===== src/rtl/framer_pkg.sv =====
/*
  Shared constants for the status response framer: frame bytes, frame types,
  payload lengths, modem status codes and FIFO geometry.
  Assumes it is compiled before every module that imports it.
*/
package framer_pkg;

  // ----------------------------------------------------------------------
  // Frame layout
  // ----------------------------------------------------------------------
  localparam logic [7:0] SOF = 8'h7e;
  localparam logic [7:0] LEN_HI = 8'h00;
  localparam logic [7:0] CKS_BASE = 8'hff;
  localparam logic [3:0] HDR_BYTES = 4'h3;
  localparam logic [7:0] TYPE_MODEM = 8'h8a;
  localparam logic [7:0] TYPE_TXS = 8'h8b;
  localparam logic [7:0] TYPE_CMD = 8'h88;
  localparam logic [3:0] LEN_MODEM = 4'h2;
  localparam logic [3:0] LEN_TXS = 4'h7;
  localparam logic [3:0] LEN_SET = 4'h5;
  localparam logic [3:0] LEN_QUERY = 4'h7;
  localparam logic [7:0] NO_FRAME_ID = 8'h00;

  // ----------------------------------------------------------------------
  // Transmit status fields
  // ----------------------------------------------------------------------
  localparam logic [15:0] ADDR_DISCOVER = 16'hfffe;
  localparam logic [15:0] ADDR_UNKNOWN = 16'hfffd;
  localparam logic [7:0] DELIV_OK = 8'h00;

  // ----------------------------------------------------------------------
  // Modem status events, index 0 has the highest priority
  // ----------------------------------------------------------------------
  localparam int EV_N = 20;
  localparam int EV_POWER = 0;
  localparam int EV_NET_WDOG = 16;
  localparam logic [EV_N-1:0] PEND_RESET = 20'h00001;
  localparam logic [1:0] WDOG_LIMIT = 2'h3;
  localparam logic [7:0] STACK_ERR_BASE = 8'h80;
  localparam logic [EV_N-1:0][7:0] EV_CODE = {
    8'h45, 8'h44, 8'h43, 8'h42, 8'h40, 8'h3f, 8'h3e, 8'h3d, 8'h3c, 8'h3b,
    8'h34, 8'h33, 8'h32, 8'h11, 8'h07, 8'h06, 8'h03, 8'h02, 8'h01, 8'h00};

  // ----------------------------------------------------------------------
  // Output buffering and control
  // ----------------------------------------------------------------------
  localparam int FIFO_W = 8;
  localparam int FIFO_D = 4;

  typedef enum logic [0:0] {IDLE, SEND} fsm_t;

endpackage


===== src/rtl/byte_fifo.sv =====
/*
  Small synchronous FIFO with valid/ready on both sides.
  Assumes one clock and an asynchronous active-low reset.
*/
`timescale 1ns/1ps
module byte_fifo #(
  parameter int W = 8,
  parameter int D = 4
) (
  input wire logic clk,
  input wire logic rst_n,
  input wire logic in_valid,
  output logic in_ready,
  input wire logic [W-1:0] in_data,
  output logic out_valid,
  input wire logic out_ready,
  output logic [W-1:0] out_data
);
  localparam int PW = $clog2(D);
  localparam int CW = $clog2(D + 1);

  typedef struct packed {
    logic [D-1:0][W-1:0] mem;
    logic [PW-1:0] wptr;
    logic [PW-1:0] rptr;
    logic [CW-1:0] count;
  } fifo_state_t;

  fifo_state_t st;
  fifo_state_t next_st;
  logic push;
  logic pop;

  assign in_ready = st.count != CW'(D);
  assign out_valid = st.count != '0;
  assign out_data = st.mem[st.rptr];

  always_comb begin
    next_st = st;
    push = in_valid && in_ready;
    pop = out_valid && out_ready;
    if (push) begin
      next_st.mem[st.wptr] = in_data;
      next_st.wptr = (st.wptr == PW'(D - 1)) ? '0 : PW'(st.wptr + 1'b1);
    end
    if (pop) begin
      next_st.rptr = (st.rptr == PW'(D - 1)) ? '0 : PW'(st.rptr + 1'b1);
    end
    if (push && !pop) begin
      next_st.count = CW'(st.count + 1'b1);
    end else if (pop && !push) begin
      next_st.count = CW'(st.count - 1'b1);
    end
  end

  always_ff @(posedge clk or negedge rst_n) begin
    if (!rst_n) begin
      st <= '0;
    end else begin
      st <= next_st;
    end
  end
endmodule


===== src/rtl/status_response_framer.sv =====
/*
  Status response framer: builds modem status, transmit status and local
  command response frames and streams them byte by byte through a FIFO.
  Assumes request inputs come from logic on the same clock and that the
  sink honours out_valid/out_ready.
*/
// Overview of operation
// Modem status frame is SOF, 16-bit length, type 0x8A, one status byte.
// Last byte is 0xFF minus the low sum of bytes from offset 3.
// Status 0x00 reset, 0x01 watchdog, 0x02 joined, 0x03 left, 0x06 coordinator.
// Secure session established 0x3B, ended 0x3C, authentication failed 0x3D.
// Join window open 0x43, closed 0x44, key rotation started 0x45.
// Status codes 0x80 to 0xFF signal a stack error.
// PAN conflict ignored 0x3E, coordinator changed 0x3F, router changed 0x40.
// Status 0x42 after the network watchdog expires three times.
// After power up a modem status frame with status 0x00 is sent.
// A finished network transmission yields a type 0x8B transmit status frame.
// No transmit status frame when the request frame identifier is zero.
// Requests to 0xFFFE report the discovered address; host reuses it.
// Broadcasts always report delivery status 0x00.
// Parameter set answers type 0x88, matching identifier, status, no data.
// Parameter query answers with matching identifier and the current value.
// Short-range link connect 0x32, disconnect 0x33, no secure session 0x34.
// Security key updated 0x07, configuration changed during join 0x11.
// Transmit status holds id, address, retries, delivery, discovery at 4..9.
// Host pairs responses with requests through the echoed frame identifier.
// Receivers drop frames with bad checksum and resync on next delimiter.
`timescale 1ns/1ps
module status_response_framer (
  input wire logic clk,
  input wire logic rst_n,
  input wire logic [framer_pkg::EV_N-1:0] events,
  input wire logic stack_err,
  input wire logic [6:0] stack_code,
  input wire logic txs_valid,
  output logic txs_ready,
  input wire logic [7:0] txs_frame_id,
  input wire logic [15:0] txs_dest,
  input wire logic [15:0] txs_found,
  input wire logic [7:0] txs_retry,
  input wire logic [7:0] txs_delivery,
  input wire logic [7:0] txs_discovery,
  input wire logic txs_broadcast,
  input wire logic cmd_valid,
  output logic cmd_ready,
  input wire logic [7:0] cmd_frame_id,
  input wire logic [15:0] cmd_name,
  input wire logic [7:0] cmd_status,
  input wire logic cmd_query,
  input wire logic [15:0] cmd_value,
  output logic out_valid,
  output logic [7:0] out_data,
  input wire logic out_ready
);
  import framer_pkg::*;

  typedef struct packed {
    fsm_t fsm;
    logic [7:0][7:0] pl;
    logic [3:0] len;
    logic [3:0] idx;
    logic [7:0] sum;
    logic [EV_N-1:0] pend;
    logic stk_pend;
    logic [6:0] stk_code;
    logic [1:0] wdog_cnt;
    logic txs_full;
    logic txs_rdy;
    logic [7:0] txs_id;
    logic [15:0] txs_addr;
    logic [7:0] txs_retry;
    logic [7:0] txs_deliv;
    logic [7:0] txs_disc;
    logic cmd_full;
    logic cmd_rdy;
    logic cmd_q;
    logic [7:0] cmd_id;
    logic [15:0] cmd_name;
    logic [7:0] cmd_st;
    logic [15:0] cmd_val;
    logic out_valid;
    logic [7:0] out_data;
  } framer_state_t;

  localparam framer_state_t RESET_ST = '{fsm: IDLE, pend: PEND_RESET, txs_rdy: 1'b1,
                                         cmd_rdy: 1'b1, default: '0};

  framer_state_t st;
  framer_state_t next_st;
  logic [7:0] cur;
  logic last;
  logic push_valid;
  logic push_ready;
  logic fifo_valid;
  logic fifo_pop;
  logic [7:0] fifo_data;
  logic [EV_N-1:0] ev_set;
  logic [EV_N-1:0] ev_clr;
  logic [4:0] sel;
  logic txs_take;
  logic cmd_take;
  logic txs_fail;
  logic load_cmd;
  logic load_txs;
  logic load_ev;
  logic load_stk;

  assign txs_ready = st.txs_rdy;
  assign cmd_ready = st.cmd_rdy;
  assign out_valid = st.out_valid;
  assign out_data = st.out_data;

  // ----------------------------------------------------------------------
  // Byte buffer
  // ----------------------------------------------------------------------
  // The FIFO lets the frame builder run ahead of a slow sink; when it fills,
  // push_ready drops and the builder holds its byte.
  byte_fifo #(
    .W(FIFO_W),
    .D(FIFO_D)
  ) u_fifo (
    .clk(clk),
    .rst_n(rst_n),
    .in_valid(push_valid),
    .in_ready(push_ready),
    .in_data(cur),
    .out_valid(fifo_valid),
    .out_ready(fifo_pop),
    .out_data(fifo_data)
  );

  // ----------------------------------------------------------------------
  // Next state
  // ----------------------------------------------------------------------
  always_comb begin
    next_st = st;
    ev_set = events;
    ev_clr = '0;
    sel = '0;
    load_cmd = 1'b0;
    load_txs = 1'b0;
    load_ev = 1'b0;
    load_stk = 1'b0;
    push_valid = 1'b0;

    // Frame byte at the current position.
    last = st.idx == st.len + HDR_BYTES;
    if (st.idx == 4'h0) begin
      cur = SOF;
    end else if (st.idx == 4'h1) begin
      cur = LEN_HI;
    end else if (st.idx == 4'h2) begin
      cur = {4'h0, st.len};
    end else if (last) begin
      cur = CKS_BASE - st.sum;
    end else begin
      cur = st.pl[3'(st.idx - HDR_BYTES)];
    end

    // Output register stage so every output port comes from a flip-flop.
    fifo_pop = !st.out_valid || out_ready;
    if (fifo_pop) begin
      next_st.out_valid = fifo_valid;
      next_st.out_data = fifo_data;
    end

    // Transmit completion capture; zero identifiers are swallowed silently.
    txs_take = txs_valid && st.txs_rdy;
    txs_fail = txs_delivery != DELIV_OK && !txs_broadcast;
    if (txs_take && txs_frame_id != NO_FRAME_ID) begin
      next_st.txs_full = 1'b1;
      next_st.txs_id = txs_frame_id;
      next_st.txs_retry = txs_retry;
      next_st.txs_disc = txs_discovery;
      next_st.txs_deliv = txs_broadcast ? DELIV_OK : txs_delivery;
      if (txs_fail) begin
        next_st.txs_addr = ADDR_UNKNOWN;
      end else if (txs_dest == ADDR_DISCOVER) begin
        next_st.txs_addr = txs_found;
      end else begin
        next_st.txs_addr = txs_dest;
      end
    end

    // Local command capture.
    cmd_take = cmd_valid && st.cmd_rdy;
    if (cmd_take && cmd_frame_id != NO_FRAME_ID) begin
      next_st.cmd_full = 1'b1;
      next_st.cmd_id = cmd_frame_id;
      next_st.cmd_name = cmd_name;
      next_st.cmd_st = cmd_status;
      next_st.cmd_q = cmd_query;
      next_st.cmd_val = cmd_value;
    end

    // Only every third network watchdog expiry raises its status event.
    ev_set[EV_NET_WDOG] = 1'b0;
    if (events[EV_NET_WDOG]) begin
      if (st.wdog_cnt == WDOG_LIMIT - 2'h1) begin
        next_st.wdog_cnt = 2'h0;
        ev_set[EV_NET_WDOG] = 1'b1;
      end else begin
        next_st.wdog_cnt = 2'(st.wdog_cnt + 2'h1);
      end
    end

    // Lowest pending index wins.
    for (int i = EV_N - 1; i >= 0; i--) begin
      if (st.pend[i]) begin
        sel = 5'(i);
      end
    end

    case (st.fsm)
      IDLE: begin
        next_st.idx = 4'h0;
        next_st.sum = 8'h00;
        next_st.pl = '0;
        if (st.cmd_full) begin
          load_cmd = 1'b1;
          next_st.cmd_full = 1'b0;
          next_st.pl[0] = TYPE_CMD;
          next_st.pl[1] = st.cmd_id;
          next_st.pl[2] = st.cmd_name[15:8];
          next_st.pl[3] = st.cmd_name[7:0];
          next_st.pl[4] = st.cmd_st;
          next_st.pl[5] = st.cmd_val[15:8];
          next_st.pl[6] = st.cmd_val[7:0];
          next_st.len = st.cmd_q ? LEN_QUERY : LEN_SET;
          next_st.fsm = SEND;
        end else if (st.txs_full) begin
          load_txs = 1'b1;
          next_st.txs_full = 1'b0;
          next_st.pl[0] = TYPE_TXS;
          next_st.pl[1] = st.txs_id;
          next_st.pl[2] = st.txs_addr[15:8];
          next_st.pl[3] = st.txs_addr[7:0];
          next_st.pl[4] = st.txs_retry;
          next_st.pl[5] = st.txs_deliv;
          next_st.pl[6] = st.txs_disc;
          next_st.len = LEN_TXS;
          next_st.fsm = SEND;
        end else if (|st.pend) begin
          load_ev = 1'b1;
          ev_clr[sel] = 1'b1;
          next_st.pl[0] = TYPE_MODEM;
          next_st.pl[1] = EV_CODE[sel];
          next_st.len = LEN_MODEM;
          next_st.fsm = SEND;
        end else if (st.stk_pend) begin
          load_stk = 1'b1;
          next_st.stk_pend = 1'b0;
          next_st.pl[0] = TYPE_MODEM;
          next_st.pl[1] = STACK_ERR_BASE | {1'b0, st.stk_code};
          next_st.len = LEN_MODEM;
          next_st.fsm = SEND;
        end
      end
      SEND: begin
        push_valid = 1'b1;
        if (push_ready) begin
          next_st.idx = 4'(st.idx + 4'h1);
          if (st.idx >= HDR_BYTES && !last) begin
            next_st.sum = 8'(st.sum + cur);
          end
          if (last) begin
            next_st.fsm = IDLE;
          end
        end
      end
      default: begin
        next_st.fsm = IDLE;
      end
    endcase

    // A new event in the cycle its flag is consumed is kept.
    next_st.pend = (st.pend & ~ev_clr) | ev_set;
    if (stack_err) begin
      next_st.stk_pend = 1'b1;
      next_st.stk_code = stack_code;
    end
    next_st.txs_rdy = !next_st.txs_full;
    next_st.cmd_rdy = !next_st.cmd_full;
  end

  always_ff @(posedge clk or negedge rst_n) begin
    if (!rst_n) begin
      st <= RESET_ST;
    end else begin
      st <= next_st;
    end
  end
endmodule

===== config.mk =====
export PLATFORM = sky130hd
export DESIGN_NAME = status_response_framer
export DESIGN_NICKNAME = d
export VERILOG_FILES = /design/src/rtl/framer_pkg.sv /design/src/rtl/byte_fifo.sv /design/src/rtl/status_response_framer.sv
export SDC_FILE = /design/constraint.sdc
export NUM_CORES = 1
export LEC_CHECK = 0
export BUFFER_PORTS_ARGS = -buffer_cell sky130_fd_sc_hd__buf_2
export CORE_AREA = 2 2 147 206
export DETAILED_ROUTE_END_ITERATION = 6
export DIE_AREA = 0 0 149 208
export GPL_TIMING_DRIVEN = 0
export PLACE_DENSITY = 0.65
export SETUP_SLACK_MARGIN = 0.5
export SKIP_LAST_GASP = 1
export SLEW_MARGIN = 0
export SYNTH_ARGS = -nofsm -noshare
export SYNTH_HDL_FRONTEND = slang
export SYNTH_HIERARCHICAL = 1
export SYNTH_SLANG_ARGS = --single-unit

===== constraint.sdc =====
create_clock -name clk -period 3.45 [get_ports clk]
set_clock_uncertainty 0.1 [all_clocks]
set_input_delay 0 -clock clk [delete_from_list [all_inputs] [get_ports clk]]
set_output_delay 0 -clock clk [all_outputs]
set_load 0.005 [all_outputs]

# After elaboration in Yosys (flattened, before gate mapping)
# Memory sizes are Yosys's and may differ from the RTL's.
# Index checks and enable logic that the tools add are counted.
[totals]
out_inout_bits = 11
romBits = 256
memories = 1
inputBits = 147
ff_bits = 252
[op_classes]
add_sub_neg = 10
bitwise_logic = 4
n_lt_le_gt_ge = 7
reduce_logical = 31
mux = 77
n_eq_ne = 14
[mem_list]
columns = ["memory", "words", "width", "rd", "rd_clocked_by_memory_dff", "write_ports", "line", "source"]
rows = [
  ["(no name shown)", 32, 8, 1, 0, 0, "status_response_framer.sv:247", "next_st.pl[1] = EV_CODE[sel];"],
]
[op_table]
columns = ["operator", "n"]
rows = [
  ["20-bit two-way mux", 7],
  ["5-bit two-way mux", 20],
  ["8-bit two-way mux", 11],
  ["60-bit two-way mux", 1],
  ["40-bit two-way mux", 1],
  ["32-bit bitwise mux", 1],
  ["16-bit two-way mux", 2],
  ["8-bit binary-select mux with 3-bit select", 1],
  ["12-bit one-hot mux with 2 select lines", 1],
  ["8-bit nonzero test", 3],
  ["1-bit two-way mux", 21],
  ["20-bit bitwise AND", 1],
  ["20-bit inverter", 1],
  ["20-bit OR", 1],
  ["20-bit OR reduction", 1],
  ["8-bit binary-select mux with 2-bit select", 1],
  ["8-bit demux with 2-bit select", 1],
  ["16-bit equality test (second input constant)", 1],
  ["1-bit logical AND", 12],
  ["12-bit two-way mux", 1],
  ["8-bit adder", 1],
  ["2-bit two-way mux", 4],
  ["2-bit inequality test (second input constant)", 4],
  ["8-bit subtractor (first input constant)", 1],
  ["30 further kinds", 44],
]

# Logic depth before layout (Yosys ltp)
# Gate-level depths: netlist (run 1).
[depth]
depth_word = 31
ltp_mapped = 21
mapped_depth_nobuf = 19

# By module
# Netlist (run 1), hierarchy kept.
[modules_own_cells]
columns = ["mod", "cells_per_inst", "n_inst", "area_each_um2"]
rows = [
  ["status_response_framer", 964, 1, 9954.5],
  ["byte_fifo", 115, 1, 1805.5],
]

# Worst setup path after synthesis (run 1)
# No wires, ideal clock.
[synth_path]
path_type = "register to register"
startpoint = "register st[148] (netlist name)"
endpoint = "register st[146] (netlist name)"
slack_ns = -0.248
t_arrival_ns = 3.524
stages_incl_launch_ff = 19
t_required_ns = 3.276
path_buffers = 2
path_cell_list = "dfrtp_1 -> inv_1 -> ha_1 -> buf_4 -> buf_2 -> mux2_2 -> a221o_1 -> nand3_1 -> o21ai_0 -> o21ai_0 -> o211ai_1 -> ha_1 -> nor2b_1 -> o21ai_0 -> nand2b_1 -> a21o_1 -> a21oi_1 -> mux2_2 -> o21ai_2"

==> results.md, run 1 <==
* Initial cell density of the core at 40.5%
* CP required at 3.76 ns
* Failing checks: setup timing
* Fillers at 2470
* Clock sink count at 245
* DRC Markers at 0
* Hold Path Class: in2async
* Peak VDD IR at 0.000533 V
* FMAX at 0.272 GHz
* Core ar. at 29100 um2
* Number of distinct library cells after synthesis at 73
* Hpwl dp at 22.2 mm
* Final setup margin at -0.220 ns
* Synth Warn # at 6
* Final period util at 106%
* Final non-filler cell total at 1857
* Finished Cell Area at 16100 um2
* Area grow syn2layout at 36.5%
* MaxCap Viol Count at 0
* Final hold viol count at 0
* H-Tree Depth at 1
* Via/cell ratio at 5.32
* All-Layer GR Usage at 21.8%
* Synth Flop Type: dfrtp_1
* Tot Pwr at 14900 uW
* Setup crit start kind: register
* Iteration-0 DRC Markers at 638
* ANT nets after route at 0
* CP max FO at 5
* TritonCTS clock tree: yes
* Number of global-route vias before repair at 10445
* Mapped Area at 11800 um2
* Cell Area, Placed at 13100 um2
* Area share of the largest cell type after synthesis at 51.5%
* Final min period at 3.67 ns
* Initial antenna violation count at 1
* Hold_ws at 0.0160 ns
* Pwr Density at 929 nW/um2
* Crit path largest cell delay at 0.43 ns
* Synth top cells by count: 242 x dfrtp_1, 169 x nand2_1, 106 x mux2_2
* Largest net degree at the start of global routing at 125
* Slew Viols, Final at 0
* Max-slew headroom at 28.8%
* Yosys top cell by area: dfrtp_1
* Final setup fails at 3
* Crit Path Class: reg2reg
* Syn Nets at 1250
* RSZ-0062 raised after global routing: true
* Global-route wire length before repair at 54.3 mm
* Via count at 9871
* Die width at 149 um
* Status: finished, violations left
* #FFs+latches synth at 245
* Async set or reset register ratio after synthesis at 100%
* Clk pin slew, worst setup/hold paths at 0.07 ns
* Mapped Cells at 1079
* P_leak at 0.00710 uW
* Clock buffer depth at 3
* Seq/Total Area, Yosys at 52.2%
* First-pass iteration count of the detailed router at 6
* WL/cell at 18.1 um
* CTS Buf Count at 24
* Placed Cells incl. Taps at 1617
* Number of synthesized flops with an enable pin at 0
* Worst EP arrival at 3.98 ns
* Clock insertion delay at the later pin of the skew report at 0.52 ns
* Drt total wl at 33.7 mm
* Fin nets at 1634
* Core Util, Final at 55.2%
* Placer Congestion at 0.874
* CTS root buf: clkbuf_16
* Die area at 31000 um2
* Share of layout cells above drive strength 1 at 29.7%
* Syn Area/Cell at 10.9 um2
* Dominant cells by area after synthesis: dfrtp_1 51%, mux2_2 10%, nand2_1 5.4%
* Crit end category: register
* Die Y-Extent at 208 um
* Worst-Margin Slew at 1.06 ns
* Row count at 74
* Critical-path cell list: inv_4 -> ha_4 -> buf_6 -> buf_12 -> mux2_4 -> a221o_1 -> nand3_2 -> o21ai_1 -> o21ai_1 -> o211ai_1 -> ha_1 -> nand3_2 -> o211ai_1 -> o41ai_2 -> xnor2_1 -> nand2_1 -> xnor2_1 -> and2_1
* GRT overflow at 0
* Top-count cell post-synth: dfrtp_1
* Slowest stage cell, crit path: o41ai_2
* I/O pin cnt at 158
* I/O Buffers at 156
state kept, by name, summed over array words and instances (netlist names):
signal	flops
cmd_ready	1
u_fifo/st	39
out_valid	1
st	195
txs_ready	1
out_data	8
layout by cell type (no fill, tap or decap), types with 17 or more instances in the layout:
cell,count
nand3_1,18
o21ai_0,66
buf_2,160
buf_4,37
inv_1,20
clkbuf_1,45
mux2_2,101
mux2i_1,17
a21oi_1,35
dlygate4sd3_1,161
nand2_1,169
ha_1,17
clkbuf_16,25
a22oi_1,42
a21o_1,21
nor2_1,49
dfrtp_1,239
routing by layer:
| metal | part of all wire, % | vias up | GRT usage [%] |
|---|---|---|---|
| met5 | 0 | - | 0 |
| met2 | 53 | 304 | 40.1 |
| met4 | 4.1 | 0 | 8.93 |
| li1 | - | 4605 | - |
| met3 | 4.1 | 76 | 2.32 |
| met1 | 39 | 4886 | 25.5 |
kinds of logic after synthesis:
| family | count (synthesis) | synth area share, % |
|---|---|---|
| flops | 245 | 52.2 |
| simple gates | 325 | 13.2 |
| compound gates | 241 | 13.3 |
| xor+xnor | 15 | 1.18 |
| mux | 138 | 14.2 |
| fa+ha+maj | 24 | 2.68 |
| buf+inv | 91 | 3.31 |
area by class of cell:
cell class / count / area, um2 / share of cell area (%)
Multi-Input combinational cell: 743 / 5460 / 34.0
Sequential cell: 245 / 6140 / 38.2
Clock inverter: 7 / 42.5 / 0.265
Timing Repair Buffer: 358 / 2820 / 17.5
Buffer: 67 / 348 / 2.17
Clock buffer: 32 / 682 / 4.25
Tap cell: 380 / 475 / 2.96
Inverter: 24 / 92.6 / 0.577
Antenna cell: 1 / 2.50 / 0.0156
power breakdown:
part,switching [uW],internal (uW)
sequential,807,4110
combinational,3600,3920
clock,1090,1380
worst paths after layout:
path | start | endpoint | slack [ns] | depth (start not counted)
min in group clk | out_ready | out_valid$_DFFE_PN0P_ | 0.05 | 4
min | rst_n | st[51]$_DFFE_PN0P_ | 0.02 | 3
max reg2reg | st[148]$_DFFE_PN0P_ | st[147]$_DFFE_PN0P_ | -0.22 | 18
min reg2reg | st[80]$_DFFE_PN0P_ | st[80]$_DFFE_PN0P_ | 0.37 | 2
max in group asynchronous | rst_n | st[46]$_DFFE_PN0P_ | 2.22 | 3
max | st[148]$_DFFE_PN0P_ | st[147]$_DFFE_PN0P_ | -0.22 | 18
worst max-delay path: cells and delay by family (launching register included):
family / cells / cell delay, ns
AOI/OAI and AO/OA: 6 / 1.13
adders and majority gates: 2 / 0.64
DFF: 1 / 0.42
and+or+nand+nor: 4 / 0.39
buffers and inverters: 3 / 0.30
muxes: 1 / 0.30
xor gates and xnor gates: 2 / 0.28
through the flow:
step,setup slack (ns),TNS (ns)
floorplan,-0.0161,-0.0290
global placement,-2.04,-493.82
detailed placement,-0.833,-2.41
CTS,-0.213,-0.975
global route,-0.370,-1.38
finish,-0.220,-0.351
timing repair:
item | 4_1_cts | 5_1_grt
setup endpoints to repair | 25 | 16
hold buffers | 161 | 0
gates resized for setup | 39 | 48
buffers inserted | 31 | 7
pin swaps | 20 | 28
gates cloned | 1 | 0
endpoints found under the hold margin | 372 | 0
Power figures use the tool's default switching activity.
==> run 2, diff against run 1 <==
--- a/config.mk
+++ b/config.mk
@@ -6,11 +6,13 @@
 export NUM_CORES = 1
 export LEC_CHECK = 0
 export BUFFER_PORTS_ARGS = -buffer_cell sky130_fd_sc_hd__buf_2
+export CELL_PAD_IN_SITES_DETAIL_PLACEMENT = 0
+export CELL_PAD_IN_SITES_GLOBAL_PLACEMENT = 1
 export CORE_AREA = 2 2 147 206
 export DETAILED_ROUTE_END_ITERATION = 6
 export DIE_AREA = 0 0 149 208
 export GPL_TIMING_DRIVEN = 0
-export PLACE_DENSITY = 0.65
+export PLACE_DENSITY = 0.78
 export SETUP_SLACK_MARGIN = 0.5
 export SKIP_LAST_GASP = 1
 export SLEW_MARGIN = 0
==> constraint.sdc (replaced) <==
create_clock -name clk -period 3.45 [get_ports clk]
set_clock_uncertainty 0.1 [all_clocks]
set_input_delay 0.69 -clock clk [delete_from_list [all_inputs] [get_ports clk]]
set_output_delay 0.69 -clock clk [all_outputs]
set_load 0.005 [all_outputs]
==> results.md, run 2 (synthesis results as in run 1) <==
* CP max FO at 5 (unchanged)
* ANT nets after route at 0 (unchanged)
* Peak VDD IR at 0.000471 V (-12%)
* Drt total wl at 31.1 mm (-7.8%)
* Largest net degree at the start of global routing at 102 (-18%)
* H-Tree Depth at 1 (unchanged)
* # diodes at 0 (-1)
* WL/cell at 18.1 um (-0.21%)
* Initial antenna violation count at 0 (-1)
* All-Layer GR Usage at 20.3% (-1.5 points)
* Flip-flop and latch area at 6140 um2 (unchanged)
* Final min period at 3.71 ns (+0.0423 ns)
* Clk pin slew, worst setup/hold paths at 0.06 ns (about the same)
* Fin nets at 1492 (-8.7%)
* I/O Buffers at 156 (unchanged)
* Area grow syn2layout at 25.3%
* CTS root buf: clkbuf_16
* Initial cell density of the core at 40.5% (unchanged)
* Crit end category: register
* Most flops, register: st
* Most frequent cells in the layout: 239 x dfrtp_1, 169 x nand2_1, 158 x buf_2, 99 x mux2_2, 66 x o21ai_0
* First-pass iteration count of the detailed router at 5 (-1)
* Placer Congestion at 0.825 (-5.6%)
* Crit Path Class: reg2reg
* DRC Markers at 0 (unchanged)
* Max-slew headroom at 29.1% (+0.32 points)
* Clock insertion delay at the later pin of the skew report at 0.53 ns (about the same)
* I/O pin cnt at 158 (unchanged)
* Setup crit start kind: register
* FMAX at 0.269 GHz (-1.1%)
* CP required at 3.77 ns (about the same)
* Max reg flops at 195 (unchanged)
* Via count at 9057 (-8.2%)
* TNS Setup at -1.19 ns (-0.839 ns)
* Row count at 74 (unchanged)
* Multi-input gate area at 5490 um2 (+0.64%)
* Die width at 149 um (unchanged)
* Iteration-0 DRC Markers at 450 (-29%)
* Status: finished, violations left
* Die area at 31000 um2 (unchanged)
* Die Y-Extent at 208 um (unchanged)
* Clock sink count at 245 (unchanged)
* Number of global-route vias before repair at 9537 (-8.7%)
* CTS Buf Count at 25 (+4.2%)
* Hpwl dp at 22.7 mm (+2.1%)
* Via/cell ratio at 5.28 (-0.71%)
* Global-route wire length before repair at 50.3 mm (-7.5%)
* Final setup margin at -0.262 ns (-0.0423 ns)
* Worst EP arrival at 4.03 ns (+0.05 ns)
* Core Util, Final at 50.7% (-4.5 points)
* Final period util at 108% (+1.2 points)
* Failing checks: setup timing
* Clock buffer depth at 3 (unchanged)
* Core ar. at 29100 um2 (unchanged)
* GRT overflow at 0 (unchanged)
* RSZ-0062 raised after global routing: true
* Share of layout cells above drive strength 1 at 34.6% (+4.9 points)
* Hold Path Class: in2reg
* Pwr Density at 1040 nW/um2 (+12%)
* Final setup fails at 8 (+5)
* P_leak at 0.00662 uW (-6.8%)
* MaxCap Viol Count at 0 (unchanged)
* Fillers at 2719 (+10%)
* Slew Viols, Final at 0 (unchanged)
* Commonest non-fill, non-tap cell in the layout: dfrtp_1
* Worst-Margin Slew at 1.06 ns (-0.00473 ns)
* TritonCTS clock tree: yes
* Final hold viol count at 0 (unchanged)
run 2: changes by cell type in the layout (fill, tap and decap cells not counted), sizes merged, moves of 2 or more:
cell / delta
clkinv: -2
clkbuf: +2
buf: +17
dlygate4sd3: -160
bufinv: +3
run 2: area by class of cell:
class | count | share of cell area (%)
multi-input cells | 743 | 37.2
clock inverters | 8 | 0.874
well taps | 380 | 3.23
flip-flops and latches | 245 | 41.6
clock buffers | 34 | 4.88
inverters | 24 | 0.628
plain buffers | 67 | 2.42
repair buffers | 215 | 9.07
run 2: path summary, 6_finish.rpt:
path                                           from                  end  slack [ns]  cells past startpoint
max in group asynchronous                     rst_n  st[199]$_DFFE_PN0N_        1.44                      4
worst max register to register  st[148]$_DFFE_PN0P_  st[147]$_DFFE_PN0P_       -0.26                     18
worst min register to register   st[74]$_DFFE_PN0P_   st[74]$_DFFE_PN0P_        0.37                      2
worst min-delay path                      events[2]    st[122]$_DFF_PN0_        0.24                      2
worst max-delay path            st[148]$_DFFE_PN0P_  st[147]$_DFFE_PN0P_       -0.26                     18
min in group asynchronous                     rst_n   st[47]$_DFFE_PN0P_        0.54                      2
run 2: through the flow:
stage / instances / power [uW] / area (um2) / setup WS [ns] / hold slack (ns)
after detailed placement: 1617 / 10800 / 13100 / -0.826 / 0.361
after CTS: 1699 / 14900 / 14500 / -0.157 / 0.217
after global routing: 1716 / 16400 / 14700 / -0.395 / 0.233
after floorplan: 1079 / 9080 / 11800 / -0.0161 / 0.294
final: 1716 / 15300 / 14700 / -0.262 / 0.237
after global placement: 1615 / 10600 / 13100 / -2.76 / 0.356
run 2: where the power goes:
group          internal (uW)  leakage [uW]  switching, uW
sequential              4110       0.00289            778
clock                   1680      0.000416           1130
combinational           3990       0.00331           3620
total                   9780       0.00662           5530
run 2: worst max-delay path, stage by stage (launching register included):
cell      delay [ns]
dfrtp_2         0.42
inv_4           0.05
ha_4            0.26
buf_6           0.13
buf_12          0.12
mux2_4          0.29
a221o_1         0.30
nand3_1         0.10
o21ai_1         0.06
o21ai_1         0.07
o211ai_1        0.13
ha_1            0.38
nand3_1         0.09
o211ai_1        0.14
o41ai_2         0.44
xnor2_1         0.16
nand2_1         0.08
xnor2_1         0.12
and2_1          0.15
run 2: metal layers:
metal	wire (um)	global-route usage, %
met1	12800	24.9
met5	0	0
met4	948	6.54
met2	16300	37.2
met3	1040	2.04
run 2: what timing repair did:
item | CTS | global route
gates cloned | 1 | 0
endpoints found under the hold margin | 44 | 0
pin swaps | 26 | 28
endpoints found under the setup margin | 25 | 22
hold buffers | 1 | 0
setup buffers | 38 | 17
resized for setup | 50 | 45
==> run 3, diff against run 2 <==
--- a/config.mk
+++ b/config.mk
@@ -12,7 +12,7 @@
 export DETAILED_ROUTE_END_ITERATION = 6
 export DIE_AREA = 0 0 149 208
 export GPL_TIMING_DRIVEN = 0
-export PLACE_DENSITY = 0.78
+export PLACE_DENSITY_LB_ADDON = 0.1
 export SETUP_SLACK_MARGIN = 0.5
 export SKIP_LAST_GASP = 1
 export SLEW_MARGIN = 0
==> results.md, run 3 (synthesis results as in run 1) <==
* Status: finished, violations left
* Failing checks: setup timing
* Hold Path Class: in2reg
* Final hold viol count at 0 (unchanged)
* Clock share of power at 19.1% (+0.7 points)
* Clock insertion delay at the later pin of the skew report at 0.54 ns (about the same)
* Setup crit start kind: register
* Row count at 74 (unchanged)
* Most frequent cells in the layout: 238 x dfrtp_1, 169 x nand2_1, 158 x buf_2, 102 x mux2_2, 65 x o21ai_0
* Critical Path Start: st[148]$_DFFE_PN0P_
* Finished Cell Area at 14500 um2 (-1.4%)
* All-Layer GR Usage at 20.6% (+0.28 points)
* Global-route wire length before repair at 51.0 mm (+1.4%)
* Pwr Density at 1010 nW/um2 (-2.5%)
* H-Tree Depth at 1 (unchanged)
* CP required at 3.78 ns (about the same)
* First-pass iteration count of the detailed router at 6 (+1)
* Initial cell density of the core at 40.5% (unchanged)
* Core ar. at 29100 um2 (unchanged)
* Clock buffer depth at 3 (unchanged)
* Worst EP arrival at 3.92 ns (-0.11 ns)
* # diodes at 0 (unchanged)
* Placed Cells incl. Taps at 1617 (unchanged)
* Reg-to-Reg End: st[147]$_DFFE_PN0P_
* Most flops, register: st
* Tot Pwr at 14700 uW (-3.8%)
* Initial antenna violation count at 0 (unchanged)
* Area grow syn2layout at 23.6%
* Worst reg-to-reg setup slack at -0.14 ns (+0.12 ns)
* R2r startpoint: st[148]$_DFFE_PN0P_
* Final non-filler cell total at 1701 (-0.87%)
* Commonest non-fill, non-tap cell in the layout: dfrtp_1
* I/O Buffers at 156 (unchanged)
* Hpwl dp at 23.2 mm (+2.2%)
* Clock sink count at 245 (unchanged)
* Final setup margin at -0.139 ns (+0.123 ns)
* Worst-Margin Slew at 0.966 ns (-0.0897 ns)
* Fillers at 2776 (+2.1%)
* Number of global-route vias before repair at 9449 (-0.92%)
* TritonCTS clock tree: yes
* Die area at 31000 um2 (unchanged)
* Peak VDD IR at 0.000444 V (-5.7%)
* Sw power at 5400 uW (-2.3%)
* WL/cell at 18.4 um (+1.7%)
* Critical path destination: st[147]$_DFFE_PN0P_
* FMAX at 0.279 GHz (+3.4%)
* Die width at 149 um (unchanged)
* Final min period at 3.59 ns (-0.123 ns)
* CTS Buf Count at 27 (+8.0%)
* Die Y-Extent at 208 um (unchanged)
* Drt total wl at 31.3 mm (+0.84%)
* Reg power frac at 33.1% (+1.2 points)
* Reg2Reg Depth at 19 (+1)
* Max-slew headroom at 35.1% (+6.0 points)
* Crit end category: register
* DRC Markers at 0 (unchanged)
* Via/cell ratio at 5.25 (-0.62%)
* CTS root buf: clkbuf_16
* Iteration-0 DRC Markers at 394 (-12%)
* Comb pwr share at 47.8% (-1.9 points)
* RSZ-0062 raised after global routing: true
* Crit Path Class: reg2reg
* Via count at 8922 (-1.5%)
* GRT overflow at 0 (unchanged)
* Pre-CTS setup slack at -0.921 ns (-0.0950 ns)
* P_leak at 0.00650 uW (-1.7%)
* MaxCap Viol Count at 0 (unchanged)
* Final setup fails at 4 (-4)
* I/O pin cnt at 158 (unchanged)
* ANT nets after route at 0 (unchanged)
* Slew Viols, Final at 0 (unchanged)
* Fin nets at 1473 (-1.3%)
* Placer Congestion at 0.813 (-1.5%)
* Max reg flops at 195 (unchanged)
* CP max FO at 8 (+3)
* Internal Power at 9320 uW (-4.7%)
* Largest net degree at the start of global routing at 103 (+0.98%)
* Final period util at 104% (-3.6 points)
* Clk pin slew, worst setup/hold paths at 0.06 ns (about the same)
* Switching fraction of total power at 36.7% (+0.57 points)
* Share of layout cells above drive strength 1 at 33.3% (-1.3 points)
* Cell Area, Placed at 13100 um2 (unchanged)
## run 3: cell count changes in the layout (fill, tap and decap cells not counted), sizes merged
cell      before  now
inv           24   25
bufinv         3    1
clkbuf        76   86
clkinvlp       1    0
buf          239  217
clkinv         4    3
## run 3: critical path, cell delays in order, from the launching register on
cell and delay [ns]:
dfrtp_2 0.42, inv_4 0.05, ha_4 0.26, buf_8 0.11, buf_12 0.12, buf_12 0.12
mux2i_1 0.17, nor2_1 0.07, a31oi_2 0.27, a21oi_2 0.12, a21oi_2 0.15, o21ai_2 0.08
ha_1 0.35, nand3_1 0.10, o211ai_1 0.14, o41ai_2 0.31, xnor2_1 0.16, nand2_1 0.08
xnor2_1 0.13, and2_1 0.15
## run 3: worst min path at each step
stage / startpoint / endpoint / slack (ns) / depth (start not counted)
final: events[2] / st[122]$_DFF_PN0_ / 0.23 / 2
after global routing: events[4] / st[124]$_DFF_PN0_ / 0.21 / 2
after CTS: events[4] / st[124]$_DFF_PN0_ / 0.20 / 2
after detailed placement: st[69]$_DFFE_PN0P_ / st[69]$_DFFE_PN0P_ / 0.36 / 2
after global placement: st[68]$_DFFE_PN0P_ / st[68]$_DFFE_PN0P_ / 0.35 / 2
after floorplan: rst_n / out_data[0]$_DFFE_PN0P_ / 0.29 / 0
## run 3: what timing repair did
action,in CTS,in global routing
hold buffers,1,0
gates cloned,1,0
resized for setup,56,29
pin swaps,28,18
setup buffers,27,7
endpoints found under the setup margin,34,14
endpoints found under the hold margin,49,0
## run 3: layout make-up
| class | instances | area, um2 | area share, % |
|---|---|---|---|
| Tap cell | 380 | 475 | 3.27 |
| Sequential cell | 245 | 6140 | 42.3 |
| Clock inverter | 5 | 56.3 | 0.387 |
| Multi-Input combinational cell | 743 | 5460 | 37.6 |
| Buffer | 67 | 357 | 2.45 |
| Inverter | 24 | 92.6 | 0.637 |
| Timing Repair Buffer | 194 | 1160 | 7.96 |
| Clock buffer | 43 | 796 | 5.48 |
## run 3: power groups by stage
stage                     registers [uW]  logic (uW)  clock network (uW)
final                               4870        7040                2810
after global routing                5030        7750                2990
after CTS                           4880        6880                2890
after detailed placement            4920        5930                   0
after global placement              4890        5830                   0
after floorplan                     4630        4460                   0
## run 3: per-layer routing
metal  wire length (um)  track usage, %  part of all wire [%]
met1              13300            25.5                    42
met2              16300            38.1                    52
met3               1150            2.46                   3.7
met4                580            4.79                   1.9
met5                  0               0                     0
## run 3: through the flow
| step | util (%) | TNS (ns) | hold slack (ns) |
|---|---|---|---|
| after global routing | 50.0 | -1.02 | 0.214 |
| after floorplan | - | -0.0290 | 0.294 |
| after detailed placement | 45.1 | -2.83 | 0.361 |
| after CTS | 49.5 | -0.325 | 0.199 |
| after global placement | 44.9 | -723.07 | 0.351 |
| final | 50.0 | -0.384 | 0.227 |
